$ cat config.mk
export PLATFORM = sky130hd
export DESIGN_NAME = dbg_scan_resp
export DESIGN_NICKNAME = d
export VERILOG_FILES = /design/src/rtl/dbg_scan_pkg.sv /design/src/rtl/dbg_scan_resp.sv
export SDC_FILE = /design/constraint.sdc
export NUM_CORES = 1
export LEC_CHECK = 0
export ABC_AREA = 1
export BUFFER_PORTS_ARGS = -buffer_cell sky130_fd_sc_hd__buf_2
export CAP_MARGIN = 10
export CELL_PAD_IN_SITES_DETAIL_PLACEMENT = 1
export CELL_PAD_IN_SITES_GLOBAL_PLACEMENT = 1
export CORE_UTILIZATION = 28
export CTS_CLUSTER_DIAMETER = 30
export CTS_CLUSTER_SIZE = 30
export DETAILED_ROUTE_END_ITERATION = 7
export MAX_ROUTING_LAYER = met4
export PLACE_DENSITY = 0.56
export REMOVE_ABC_BUFFERS = 1
export SYNTH_ARGS = -nofsm -noshare
export SYNTH_HDL_FRONTEND = slang
export SYNTH_SLANG_ARGS = --single-unit
export TNS_END_PERCENT = 20
$ cat constraint.sdc
create_clock -name pclk -period 3.3 [get_ports pclk]
set_input_delay 0.66 -clock pclk [delete_from_list [all_inputs] [get_ports pclk]]
set_output_delay 0.66 -clock pclk [all_outputs]
set_load 0.01 [all_outputs]
$ cat src/rtl/dbg_scan_pkg.sv
// Constants, field layouts and types for the debug-port scan response block
// Contract
// - Acknowledge OK or FAULT only once the previously issued transaction has completed.
// - After a read completed OK, the captured result field holds the read value.
// - After OK or FAULT, Update-DR issues the shifted request to the selected port.
// - Read bit zero writes the write-data field into the addressed register.
// - Read bit one ignores write data, starts a read; another scan fetches it.
// - Each scan returns the prior read result; read buffer yields the last one.
// - Reading the read buffer register changes nothing in the tap state machine.
// - Access-port request with any sticky flag set is dropped; next scan gets FAULT.
// - Pushed mode issues a read and compares against write data, updating compare flag.
// - Transfer-mode field in control/status enables pushed compare and pushed verify.
// - An access-port transaction stays open until the access port reports done.
// - WAIT is returned while the previous transaction is still incomplete.
// - Debug-port accesses answer WAIT until every earlier access-port transaction ends.
// - An abort request makes the access port release its interface at once.
// - After WAIT no request is issued at Update-DR and shifted data is dropped.
// - Sticky overrun is set on every FAULT, and on a busy WAIT when overrun detect is one.
// - With overrun set: WAIT while busy, then FAULT for every access-port scan.
// - With overrun set, debug-port scans still answer OK; writing one clears it.
// - Capture-DR too soon after Update-DR answers WAIT immediately.
// - Capture-DR loads result plus 3-bit acknowledge, shifted out LSB first.
// - Acknowledge codes: WAIT 001, FAULT 010, OK 100; others reserved.
// - A busy WAIT sets sticky overrun only when overrun detect is one.
`default_nettype none
package dbg_scan_pkg;
	// Scan chain layout
	localparam int CHAIN_W = 35;
	localparam int RD_BIT  = 0;
	localparam int ADDR_LO = 1;
	localparam int ADDR_HI = 2;
	localparam int DATA_LO = 3;
	localparam int DATA_HI = 34;
	localparam int ACK_HI  = 2;
	// Acknowledge encodings
	localparam logic [2:0] ACK_WAIT  = 3'h1;
	localparam logic [2:0] ACK_FAULT = 3'h2;
	localparam logic [2:0] ACK_OK    = 3'h4;
	// Instruction codes seen on the instruction input
	localparam logic [3:0] IR_DBG_ACC  = 4'ha;
	localparam logic [3:0] IR_PORT_ACC = 4'hb;
	localparam logic [3:0] IR_BYPASS   = 4'hf;
	// Debug-port register addresses within the chain
	localparam logic [1:0] DA_ID     = 2'h0;
	localparam logic [1:0] DA_CTRL   = 2'h1;
	localparam logic [1:0] DA_SELECT = 2'h2;
	localparam logic [1:0] DA_RDBUF  = 2'h3;
	// Control/status layout
	localparam int CS_W       = 6;
	localparam int CS_ORUN_DET = 0;
	localparam int CS_ORUN    = 1;
	localparam int CS_TRN_LO  = 2;
	localparam int CS_TRN_HI  = 3;
	localparam int CS_CMP     = 4;
	localparam int CS_ERR     = 5;
	localparam logic [CS_W-1:0] STICKY_MASK = 6'h32;
	localparam logic [CS_W-1:0] CS_RESET    = 6'h00;
	// Transfer modes
	localparam logic [1:0] TRN_NORMAL  = 2'h0;
	localparam logic [1:0] TRN_VERIFY  = 2'h1;
	localparam logic [1:0] TRN_COMPARE = 2'h2;
	// Update-to-capture gap counter
	localparam int GAP_W = 8;
	localparam logic [GAP_W-1:0] GAP_MIN_RESET = 8'h04;
	localparam logic [GAP_W-1:0] GAP_SAT       = 8'hff;
	// Register bus map
	localparam int APB_AW = 8;
	localparam logic [APB_AW-1:0] REG_GAP    = 8'h00;
	localparam logic [APB_AW-1:0] REG_CTRL   = 8'h04;
	localparam logic [APB_AW-1:0] REG_STATUS = 8'h08;
	localparam logic [APB_AW-1:0] REG_RESULT = 8'h0c;
	// Scan status layout
	localparam int ST_ACK_HI = 2;
	localparam int ST_BUSY   = 3;
	localparam int ST_PFAULT = 4;
	// Identification value returned by the id register, arbitrary
	localparam logic [31:0] DBG_ID_VALUE = 32'h1234_5671;
	// Access-port transaction tracking
	typedef enum logic [0:0] {
		XP_IDLE = 1'b0,
		XP_BUSY = 1'b1
	} xact_state_t;
endpackage
`default_nettype wire

$ cat src/rtl/dbg_scan_resp.sv
// Debug-port access scan chain: acknowledge, pipelined results and request issue
`default_nettype none
module dbg_scan_resp (
	input  wire logic        pclk,
	input  wire logic        presetn,
	input  wire logic        clk_en,
	// Register bus
	input  wire logic        psel,
	input  wire logic        penable,
	input  wire logic        pwrite,
	input  wire logic [7:0]  paddr,
	input  wire logic [31:0] pwdata,
	output logic      [31:0] prdata,
	output logic             pready,
	output logic             pslverr,
	// Scan side, from the tap and debugger
	input  wire logic        tck,
	input  wire logic        debug_serial_in,
	output logic             debug_serial_out,
	input  wire logic        tap_capture_dr,
	input  wire logic        tap_shift_dr,
	input  wire logic        tap_update_dr,
	input  wire logic [3:0]  tap_ir,
	input  wire logic        abort_req,
	// Access port side
	output logic             tgt_req,
	output logic             tgt_write,
	output logic      [1:0]  tgt_addr,
	output logic      [31:0] tgt_wdata,
	input  wire logic [31:0] tgt_rdata,
	input  wire logic        tgt_done,
	input  wire logic        tgt_error,
	output logic             tgt_abort
);

	typedef struct packed {
		logic        tck_m;
		logic        tck_s;
		logic        tck_d;
		logic        tdi_m;
		logic        tdi_s;
		logic        cap_m;
		logic        cap_s;
		logic        sh_m;
		logic        sh_s;
		logic        upd_m;
		logic        upd_s;
		logic        abt_m;
		logic        abt_s;
		logic        abt_d;
		logic [3:0]  ir_m;
		logic [3:0]  ir_s;
		logic [34:0] chain;
		logic        tdo;
		logic [2:0]  ack;
		dbg_scan_pkg::xact_state_t xst;
		logic        pend_fault;
		logic        pushed;
		logic        rd_op;
		logic [1:0]  trn;
		logic [31:0] cmp_data;
		logic [31:0] result;
		logic [7:0]  gap;
		logic [7:0]  gap_min;
		logic [5:0]  ctrl;
		logic [31:0] select;
		logic        req;
		logic        wr;
		logic [1:0]  addr;
		logic [31:0] wdata;
		logic        abort;
		logic [31:0] rdata;
	} state_t;

	localparam state_t ST_RESET = '{
		xst:     dbg_scan_pkg::XP_IDLE,
		gap_min: dbg_scan_pkg::GAP_MIN_RESET,
		ctrl:    dbg_scan_pkg::CS_RESET,
		default: '0
	};

	state_t st_r;
	state_t st_nxt;

	logic        tck_rise;
	logic        tck_fall;
	logic        is_dbg;
	logic        is_port;
	logic        is_bypass;
	logic        do_capture;
	logic        do_shift;
	logic        do_update;
	logic [2:0]  ack_v;
	logic [5:0]  sticky_set;
	logic [5:0]  sticky_clr;
	logic        rd_bit;
	logic [1:0]  ch_addr;
	logic [31:0] ch_data;
	logic        bus_setup;
	logic        bus_write;
	logic        bus_hit;
	logic        match;

	// Bus decode, answered in the first access cycle
	assign bus_setup = psel & ~penable;
	assign bus_write = psel & penable & pwrite;
	assign bus_hit   = (paddr == dbg_scan_pkg::REG_GAP) | (paddr == dbg_scan_pkg::REG_CTRL) |
			   (paddr == dbg_scan_pkg::REG_STATUS) | (paddr == dbg_scan_pkg::REG_RESULT);
	assign pready    = 1'b1;
	assign pslverr   = psel & penable & ~bus_hit;

	// Outputs straight from state
	assign prdata           = st_r.rdata;
	assign debug_serial_out = st_r.tdo;
	assign tgt_req          = st_r.req;
	assign tgt_write        = st_r.wr;
	assign tgt_addr         = st_r.addr;
	assign tgt_wdata        = st_r.wdata;
	assign tgt_abort        = st_r.abort;

	// Next-state logic for the whole block
	always_comb begin
		st_nxt = st_r;
		ack_v = dbg_scan_pkg::ACK_OK;
		sticky_set = '0;
		sticky_clr = '0;
		match = 1'b0;
		// Two-flop synchronisers for everything arriving from the tap domain
		st_nxt.tck_m = tck;
		st_nxt.tck_s = st_r.tck_m;
		st_nxt.tck_d = st_r.tck_s;
		st_nxt.tdi_m = debug_serial_in;
		st_nxt.tdi_s = st_r.tdi_m;
		st_nxt.cap_m = tap_capture_dr;
		st_nxt.cap_s = st_r.cap_m;
		st_nxt.sh_m = tap_shift_dr;
		st_nxt.sh_s = st_r.sh_m;
		st_nxt.upd_m = tap_update_dr;
		st_nxt.upd_s = st_r.upd_m;
		st_nxt.abt_m = abort_req;
		st_nxt.abt_s = st_r.abt_m;
		st_nxt.abt_d = st_r.abt_s;
		st_nxt.ir_m = tap_ir;
		st_nxt.ir_s = st_r.ir_m;
		st_nxt.req = 1'b0;
		st_nxt.abort = 1'b0;

		tck_rise = st_r.tck_s & ~st_r.tck_d;
		tck_fall = ~st_r.tck_s & st_r.tck_d;
		is_dbg = st_r.ir_s == dbg_scan_pkg::IR_DBG_ACC;
		is_port = st_r.ir_s == dbg_scan_pkg::IR_PORT_ACC;
		is_bypass = st_r.ir_s == dbg_scan_pkg::IR_BYPASS;
		do_capture = tck_rise & st_r.cap_s;
		do_shift = tck_rise & st_r.sh_s;
		do_update = tck_rise & st_r.upd_s & (is_dbg | is_port);
		rd_bit = st_r.chain[dbg_scan_pkg::RD_BIT];
		ch_addr = st_r.chain[dbg_scan_pkg::ADDR_HI:dbg_scan_pkg::ADDR_LO];
		ch_data = st_r.chain[dbg_scan_pkg::DATA_HI:dbg_scan_pkg::DATA_LO];

		// Count tap cycles since the last update not answered WAIT, saturating
		if (tck_rise && st_r.gap != dbg_scan_pkg::GAP_SAT) begin
			st_nxt.gap = st_r.gap + 8'h01;
		end

		// Capture: choose the acknowledge and load result above it
		if (do_capture && (is_dbg || is_port)) begin
			if (st_r.gap < st_r.gap_min) begin
				ack_v = dbg_scan_pkg::ACK_WAIT;
			end else if (st_r.xst == dbg_scan_pkg::XP_BUSY) begin
				ack_v = dbg_scan_pkg::ACK_WAIT;
				if (st_r.ctrl[dbg_scan_pkg::CS_ORUN_DET]) begin
					sticky_set[dbg_scan_pkg::CS_ORUN] = 1'b1;
				end
			end else if (st_r.pend_fault) begin
				ack_v = dbg_scan_pkg::ACK_FAULT;
				st_nxt.pend_fault = 1'b0;
			end else if (is_port && st_r.ctrl[dbg_scan_pkg::CS_ORUN]) begin
				ack_v = dbg_scan_pkg::ACK_FAULT;
			end else begin
				ack_v = dbg_scan_pkg::ACK_OK;
			end
			if (ack_v == dbg_scan_pkg::ACK_FAULT) begin
				sticky_set[dbg_scan_pkg::CS_ORUN] = 1'b1;
			end
			st_nxt.ack = ack_v;
			// Result above the acknowledge, acknowledge leaves first
			st_nxt.chain = {st_r.result, ack_v};
		end else if (do_capture && is_bypass) begin
			st_nxt.chain[0] = 1'b0;
		end

		// Shift: least significant bit leaves, new bit enters at the top
		if (do_shift && is_bypass) begin
			st_nxt.chain[0] = st_r.tdi_s;
		end else if (do_shift && (is_dbg || is_port)) begin
			st_nxt.chain = {st_r.tdi_s, st_r.chain[dbg_scan_pkg::DATA_HI:1]};
		end

		// Serial out changes on the falling tap clock edge
		if (tck_fall) begin
			st_nxt.tdo = st_r.chain[0];
		end

		// Update: issue the request unless the scan was answered WAIT or, for an access-port scan, a sticky flag is set
		if (do_update) begin
			st_nxt.gap = '0;
			if (st_r.ack == dbg_scan_pkg::ACK_WAIT) begin
				st_nxt.gap = st_r.gap;
			end else if (is_dbg) begin
				// Debug-port register access, completes at once
				case (ch_addr)
					dbg_scan_pkg::DA_ID: begin
						if (rd_bit) begin
							st_nxt.result = dbg_scan_pkg::DBG_ID_VALUE;
						end
					end
					dbg_scan_pkg::DA_CTRL: begin
						if (rd_bit) begin
							st_nxt.result = {26'h0, st_r.ctrl};
						end else begin
							st_nxt.ctrl[dbg_scan_pkg::CS_ORUN_DET] =
								ch_data[dbg_scan_pkg::CS_ORUN_DET];
							st_nxt.ctrl[dbg_scan_pkg::CS_TRN_HI:dbg_scan_pkg::CS_TRN_LO] =
								ch_data[dbg_scan_pkg::CS_TRN_HI:dbg_scan_pkg::CS_TRN_LO];
							sticky_clr = ch_data[5:0] & dbg_scan_pkg::STICKY_MASK;
						end
					end
					dbg_scan_pkg::DA_SELECT: begin
						if (rd_bit) begin
							st_nxt.result = '0;
						end else begin
							st_nxt.select = ch_data;
						end
					end
					dbg_scan_pkg::DA_RDBUF: begin
						st_nxt.result = st_r.result;
					end
					default: begin
						st_nxt.result = st_r.result;
					end
				endcase
			end else if ((st_r.ctrl & dbg_scan_pkg::STICKY_MASK) != '0) begin
				st_nxt.pend_fault = 1'b1;
			end else begin
				// Access-port request, pushed modes force a read
				st_nxt.trn = st_r.ctrl[dbg_scan_pkg::CS_TRN_HI:dbg_scan_pkg::CS_TRN_LO];
				st_nxt.pushed = st_nxt.trn != dbg_scan_pkg::TRN_NORMAL;
				st_nxt.rd_op = rd_bit | st_nxt.pushed;
				st_nxt.req = 1'b1;
				st_nxt.wr = ~st_nxt.rd_op;
				st_nxt.addr = ch_addr;
				st_nxt.wdata = ch_data;
				st_nxt.cmp_data = ch_data;
				st_nxt.xst = dbg_scan_pkg::XP_BUSY;
			end
		end

		// Completion from the access port closes the transaction
		if (st_r.xst == dbg_scan_pkg::XP_BUSY && tgt_done) begin
			st_nxt.xst = dbg_scan_pkg::XP_IDLE;
			match = tgt_rdata == st_r.cmp_data;
			if (tgt_error) begin
				sticky_set[dbg_scan_pkg::CS_ERR] = 1'b1;
			end else if (st_r.pushed) begin
				// Verify flags a mismatch, compare flags a match
				if ((st_r.trn == dbg_scan_pkg::TRN_VERIFY && !match) ||
				    (st_r.trn == dbg_scan_pkg::TRN_COMPARE && match)) begin
					sticky_set[dbg_scan_pkg::CS_CMP] = 1'b1;
				end
			end else if (st_r.rd_op) begin
				st_nxt.result = tgt_rdata;
			end
		end

		// Abort frees the transaction tracking regardless of the far side
		if (st_r.abt_s && !st_r.abt_d) begin
			st_nxt.abort = 1'b1;
			st_nxt.xst = dbg_scan_pkg::XP_IDLE;
		end

		// Register bus writes
		if (bus_write && paddr == dbg_scan_pkg::REG_GAP) begin
			st_nxt.gap_min = pwdata[7:0];
		end
		if (bus_write && paddr == dbg_scan_pkg::REG_CTRL) begin
			st_nxt.ctrl[dbg_scan_pkg::CS_ORUN_DET] = pwdata[dbg_scan_pkg::CS_ORUN_DET];
			st_nxt.ctrl[dbg_scan_pkg::CS_TRN_HI:dbg_scan_pkg::CS_TRN_LO] =
				pwdata[dbg_scan_pkg::CS_TRN_HI:dbg_scan_pkg::CS_TRN_LO];
			sticky_clr = sticky_clr | (pwdata[5:0] & dbg_scan_pkg::STICKY_MASK);
		end

		// Sticky flags: a set in the same cycle as a clear wins
		st_nxt.ctrl = (st_nxt.ctrl & ~sticky_clr) | sticky_set;

		// Register bus read data, loaded in the setup cycle
		if (bus_setup) begin
			case (paddr)
				dbg_scan_pkg::REG_GAP: st_nxt.rdata = {24'h0, st_r.gap_min};
				dbg_scan_pkg::REG_CTRL: st_nxt.rdata = {26'h0, st_r.ctrl};
				dbg_scan_pkg::REG_STATUS: st_nxt.rdata = {27'h0, st_r.pend_fault,
						st_r.xst == dbg_scan_pkg::XP_BUSY, st_r.ack};
				dbg_scan_pkg::REG_RESULT: st_nxt.rdata = st_r.result;
				default: st_nxt.rdata = '0;
			endcase
		end
	end

	// State register, frozen while the clock enable is low
	always_ff @(posedge pclk or negedge presetn) begin
		if (!presetn) begin
			st_r <= ST_RESET;
		end else if (clk_en) begin
			st_r <= st_nxt;
		end
	end

endmodule
`default_nettype wire

==> metrics.csv <==
metric,value,unit
finalMaxSlewViolations,0,
htree_num_levels,4,
fin_nets,1363,
setup_viol,0,
timing.slew.headroom,49.1,%
die_h,190,um
sw_frac_of_total,32.8,%
io_buffers,136,
ant_nets,0,
finalCritPeriodShare,72.1,%
n_antenna_cell,0,
rows,68,
worstPathRequired,3.61,ns
clockRootBuffer,clkbuf_16,
rrSetupSlack,0.92,ns
drc,0,
finalSetupTns,0,ns
wl_met3,926,um
tightest_slew,0.762,ns
n_fill_cell,4168,
antenna_found_initial,0,
insertion_delay,0.45,ns
syn_to_final_growth,12.7,%
grt_pass1_wl,49.7,mm
routed.top_layer,met4,
finalWirelength,31.4,mm
reg2reg_depth,9,
grt_max_degree,73,
ys_seq_elements,190,
path_class,flop to flop,
dieArea,0.0360,mm^2
hp-class,input port to async pin,
critPathLaunchType,flop,
avgSynthCellArea,8.11,um^2
clk_pin_slew,0.08,ns
dpl_worst_slack,0.680,ns
final_util,32.1,%
power_frac_comb,17.3,%
placed_cells,1701,
vias,8118,
power_switching,2.07,mW
final-hold-violation-count,0,
wl_met2,14.0,mm
coreArea,0.0346,mm^2
io-pin-count,162,
dp_hpwl,22.0,mm
ys_types,42,
rsz0062_at_grt,no,
cap_viol_max_count,0,
p_clk_share,35.1,%
cp_data_arrival_time,2.69,ns
skew,0.0152,ns
stdcell_count,1733,
critPathCaptureType,flop,
crit_fanout,16,
worst-path-buf-inv,3,
slowest_stage,nand3_2,
r2r_start,st_r[234]$_DFFE_PN0P_,
met1_length,16.1,mm
synthesis.area,0.00987,mm^2
seq_area_frac_synth,48.2,%
track_usage,18.6,%
vias_per_cell,4.68,
post_drt_wl_per_cell,18.1,um
dpl_cell_area,0.0105,mm^2
gr-total-overflow,0,
r2r_end,st_r[146]$_DFFE_PN0P_,
die_width,190,um
max_clock_freq,420,MHz
dr.pass1.iters,5,
setup_ws,0.919,ns
critical-path-top-delay-family,simple AND/OR/NAND/NOR gates,
cts_setup_buffers,0,
grt_pass1_vias,8474,
initial_utilization,28.5,%
irDropWorstVdd,0.362,mV
min_period,2.38,ns
cts_sinks,190,
max_stage_delay,0.41,ns
status,"complete, no violations",
path_cells,inv_2 > nand3_4 > nor2_2 > inv_1 > nor2_4 > nand3_2 > buf_4 > a21oi_1 > o22ai_1,
leakagePower,5.42,nW
syn_inst,1217,
clk_path_buf_depth,2,
synth_warnings,0,
hold_buffers,0,
design_area,0.0111,mm^2
p_per_area,567,mW/mm^2
p_seq_share,47.6,%
drive_gt1_share,16.6,%
drt_iter0_markers,397,
cts_made_buffers,17,
gp_congestion,0.805,
cts_tree,done,
cts.repair.resized,0,
p_int,4.24,mW
==> how the worst max path moves through the flow <==
stage / start / end / slack, ns / depth (start not counted)
3_5_place_dp: tgt_error / st_r[147]$_DFFE_PN0P_ / 0.68 / 6
4_1_cts: st_r[234]$_DFFE_PN0P_ / st_r[146]$_DFFE_PN0P_ / 0.91 / 9
5_1_grt: st_r[234]$_DFFE_PN0P_ / st_r[146]$_DFFE_PN0P_ / 0.75 / 9
3_3_place_gp: tgt_done / st_r[153]$_DFFE_PN0P_ / 0.73 / 7
6_report: st_r[234]$_DFFE_PN0P_ / st_r[146]$_DFFE_PN0P_ / 0.92 / 9
2_1_floorplan: clk_en / prdata[13]$_DFFE_PN0P_ / 0.65 / 4
==> worst register-to-register path: stages (launching register included) <==
cell,delay (ns)
dfrtp_1,0.40
inv_2,0.09
nand3_4,0.13
nor2_2,0.19
inv_1,0.10
nor2_4,0.30
nand3_2,0.42
buf_4,0.37
a21oi_1,0.16
o22ai_1,0.09
==> per-stage QoR <==
stage | hold WS [ns] | total power [mW]
floorplan | 0.364 | 3.62
global placement | 0.454 | 4.11
detailed placement | 0.459 | 4.15
CTS | 0.251 | 6.40
global route | 0.256 | 6.68
finish | 0.227 | 6.31
==> power groups by stage <==
stage          sequential, mW  combinational (mW)  clock, mW
2_1_floorplan            2.95               0.671          0
3_3_place_gp             3.03                1.07          0
3_5_place_dp             3.04                1.11          0
4_1_cts                  3.00                1.12       2.29
5_1_grt                  3.05                1.27       2.36
6_report                 3.00                1.09       2.21
==> per-layer routing <==
layer  up-vias  global-route usage, %
met3        22                   2.43
met1      3981                   26.2
met5         -                      -
met2       131                   28.1
met4         0                   4.31
li1       3984                      -
==> flip-flops by register name (all words and copies together), names as in the netlist <==
register and cells:
st_r 73, ch_data 32, prdata 32, tgt_wdata 32
st_nxt 12, ch_addr 2, tgt_addr 2, debug_serial_out 1
rd_bit 1, tgt_abort 1, tgt_req 1, tgt_write 1
==> placed cells by master, fill, tap and decap left out, drive strengths merged, types with 2 or more instances in the layout <==
master	netlist	layout
o31ai	5	5
clkinvlp	0	2
nor3	4	4
xor2	4	4
o22ai	15	15
o21a	2	2
nand3	40	40
bufinv	0	2
clkbuf	26	18
nand2	337	337
o21ai	141	141
buf	96	150
nand4	6	6
o32ai	32	32
or2	2	2
ha	8	8
dfrtp	189	189
clkinv	1	4
inv	136	144
a31oi	10	10
nor4	3	3
nand3b	3	3
a21oi	65	65
o211ai	2	2
xnor2	25	25
nor2	59	59
==> cells by family (layout without fill, tap and decap cells) <==
logic type      count (synthesis)  after routing  synth area share (%)
other cells                     1              1                0.0380
simple gates                  456            456                  19.3
fa+ha+maj                       8              8                  1.01
compound gates                274            274                  15.7
xor+xnor                       29             29                  2.57
flops                         190            190                  48.2
buf+inv                       259            320                  13.1
==> synth_stat cells <==
library cell	n	area share (%)
nand3_2	5	0.51
clkinv_1	1	0.038
buf_1	2	0.076
o21ai_0	119	6.0
nor3_1	3	0.15
a31oi_1	10	0.63
o21ai_1	22	1.1
nand2_2	3	0.19
nand4_1	6	0.38
o32ai_1	32	2.8
dfrtp_1	189	48
buf_6	6	0.68
nor2_4	3	0.34
nor2_2	4	0.25
clkbuf_1	26	0.99
a21boi_0	1	0.076
o2111ai_1	1	0.089
ha_1	8	1.0
or2_2	2	0.13
nand2_1	334	13
nand3_4	1	0.18
nor3_2	1	0.10
o21a_1	2	0.15
buf_2	20	1.0
nand3b_1	2	0.15
nor4_1	3	0.19
buf_4	68	5.2
a21oi_1	65	3.3
nor4b_1	1	0.089
xor2_1	4	0.35
nand3b_4	1	0.20
nand3_1	34	1.7
inv_2	8	0.30
o31ai_1	5	0.38
nor2_1	52	2.0
o211ai_1	2	0.15
conb_1	1	0.038
dfstp_2	1	0.27
nor3b_1	1	0.076
xnor2_1	25	2.2
o22ai_1	15	0.95
inv_1	128	4.9
==> area by class of cell <==
cell class / count / area, um^2 / area share (%)
Clock buffer: 17 / 425 / 3.82
Clock inverter: 15 / 191 / 1.72
Inverter: 137 / 514 / 4.62
Multi-Input combinational cell: 768 / 3820 / 34.4
Sequential cell: 190 / 4760 / 42.8
Tap cell: 455 / 569 / 5.12
Timing Repair Buffer: 151 / 842 / 7.57
(Power assumes the default switching activity.)
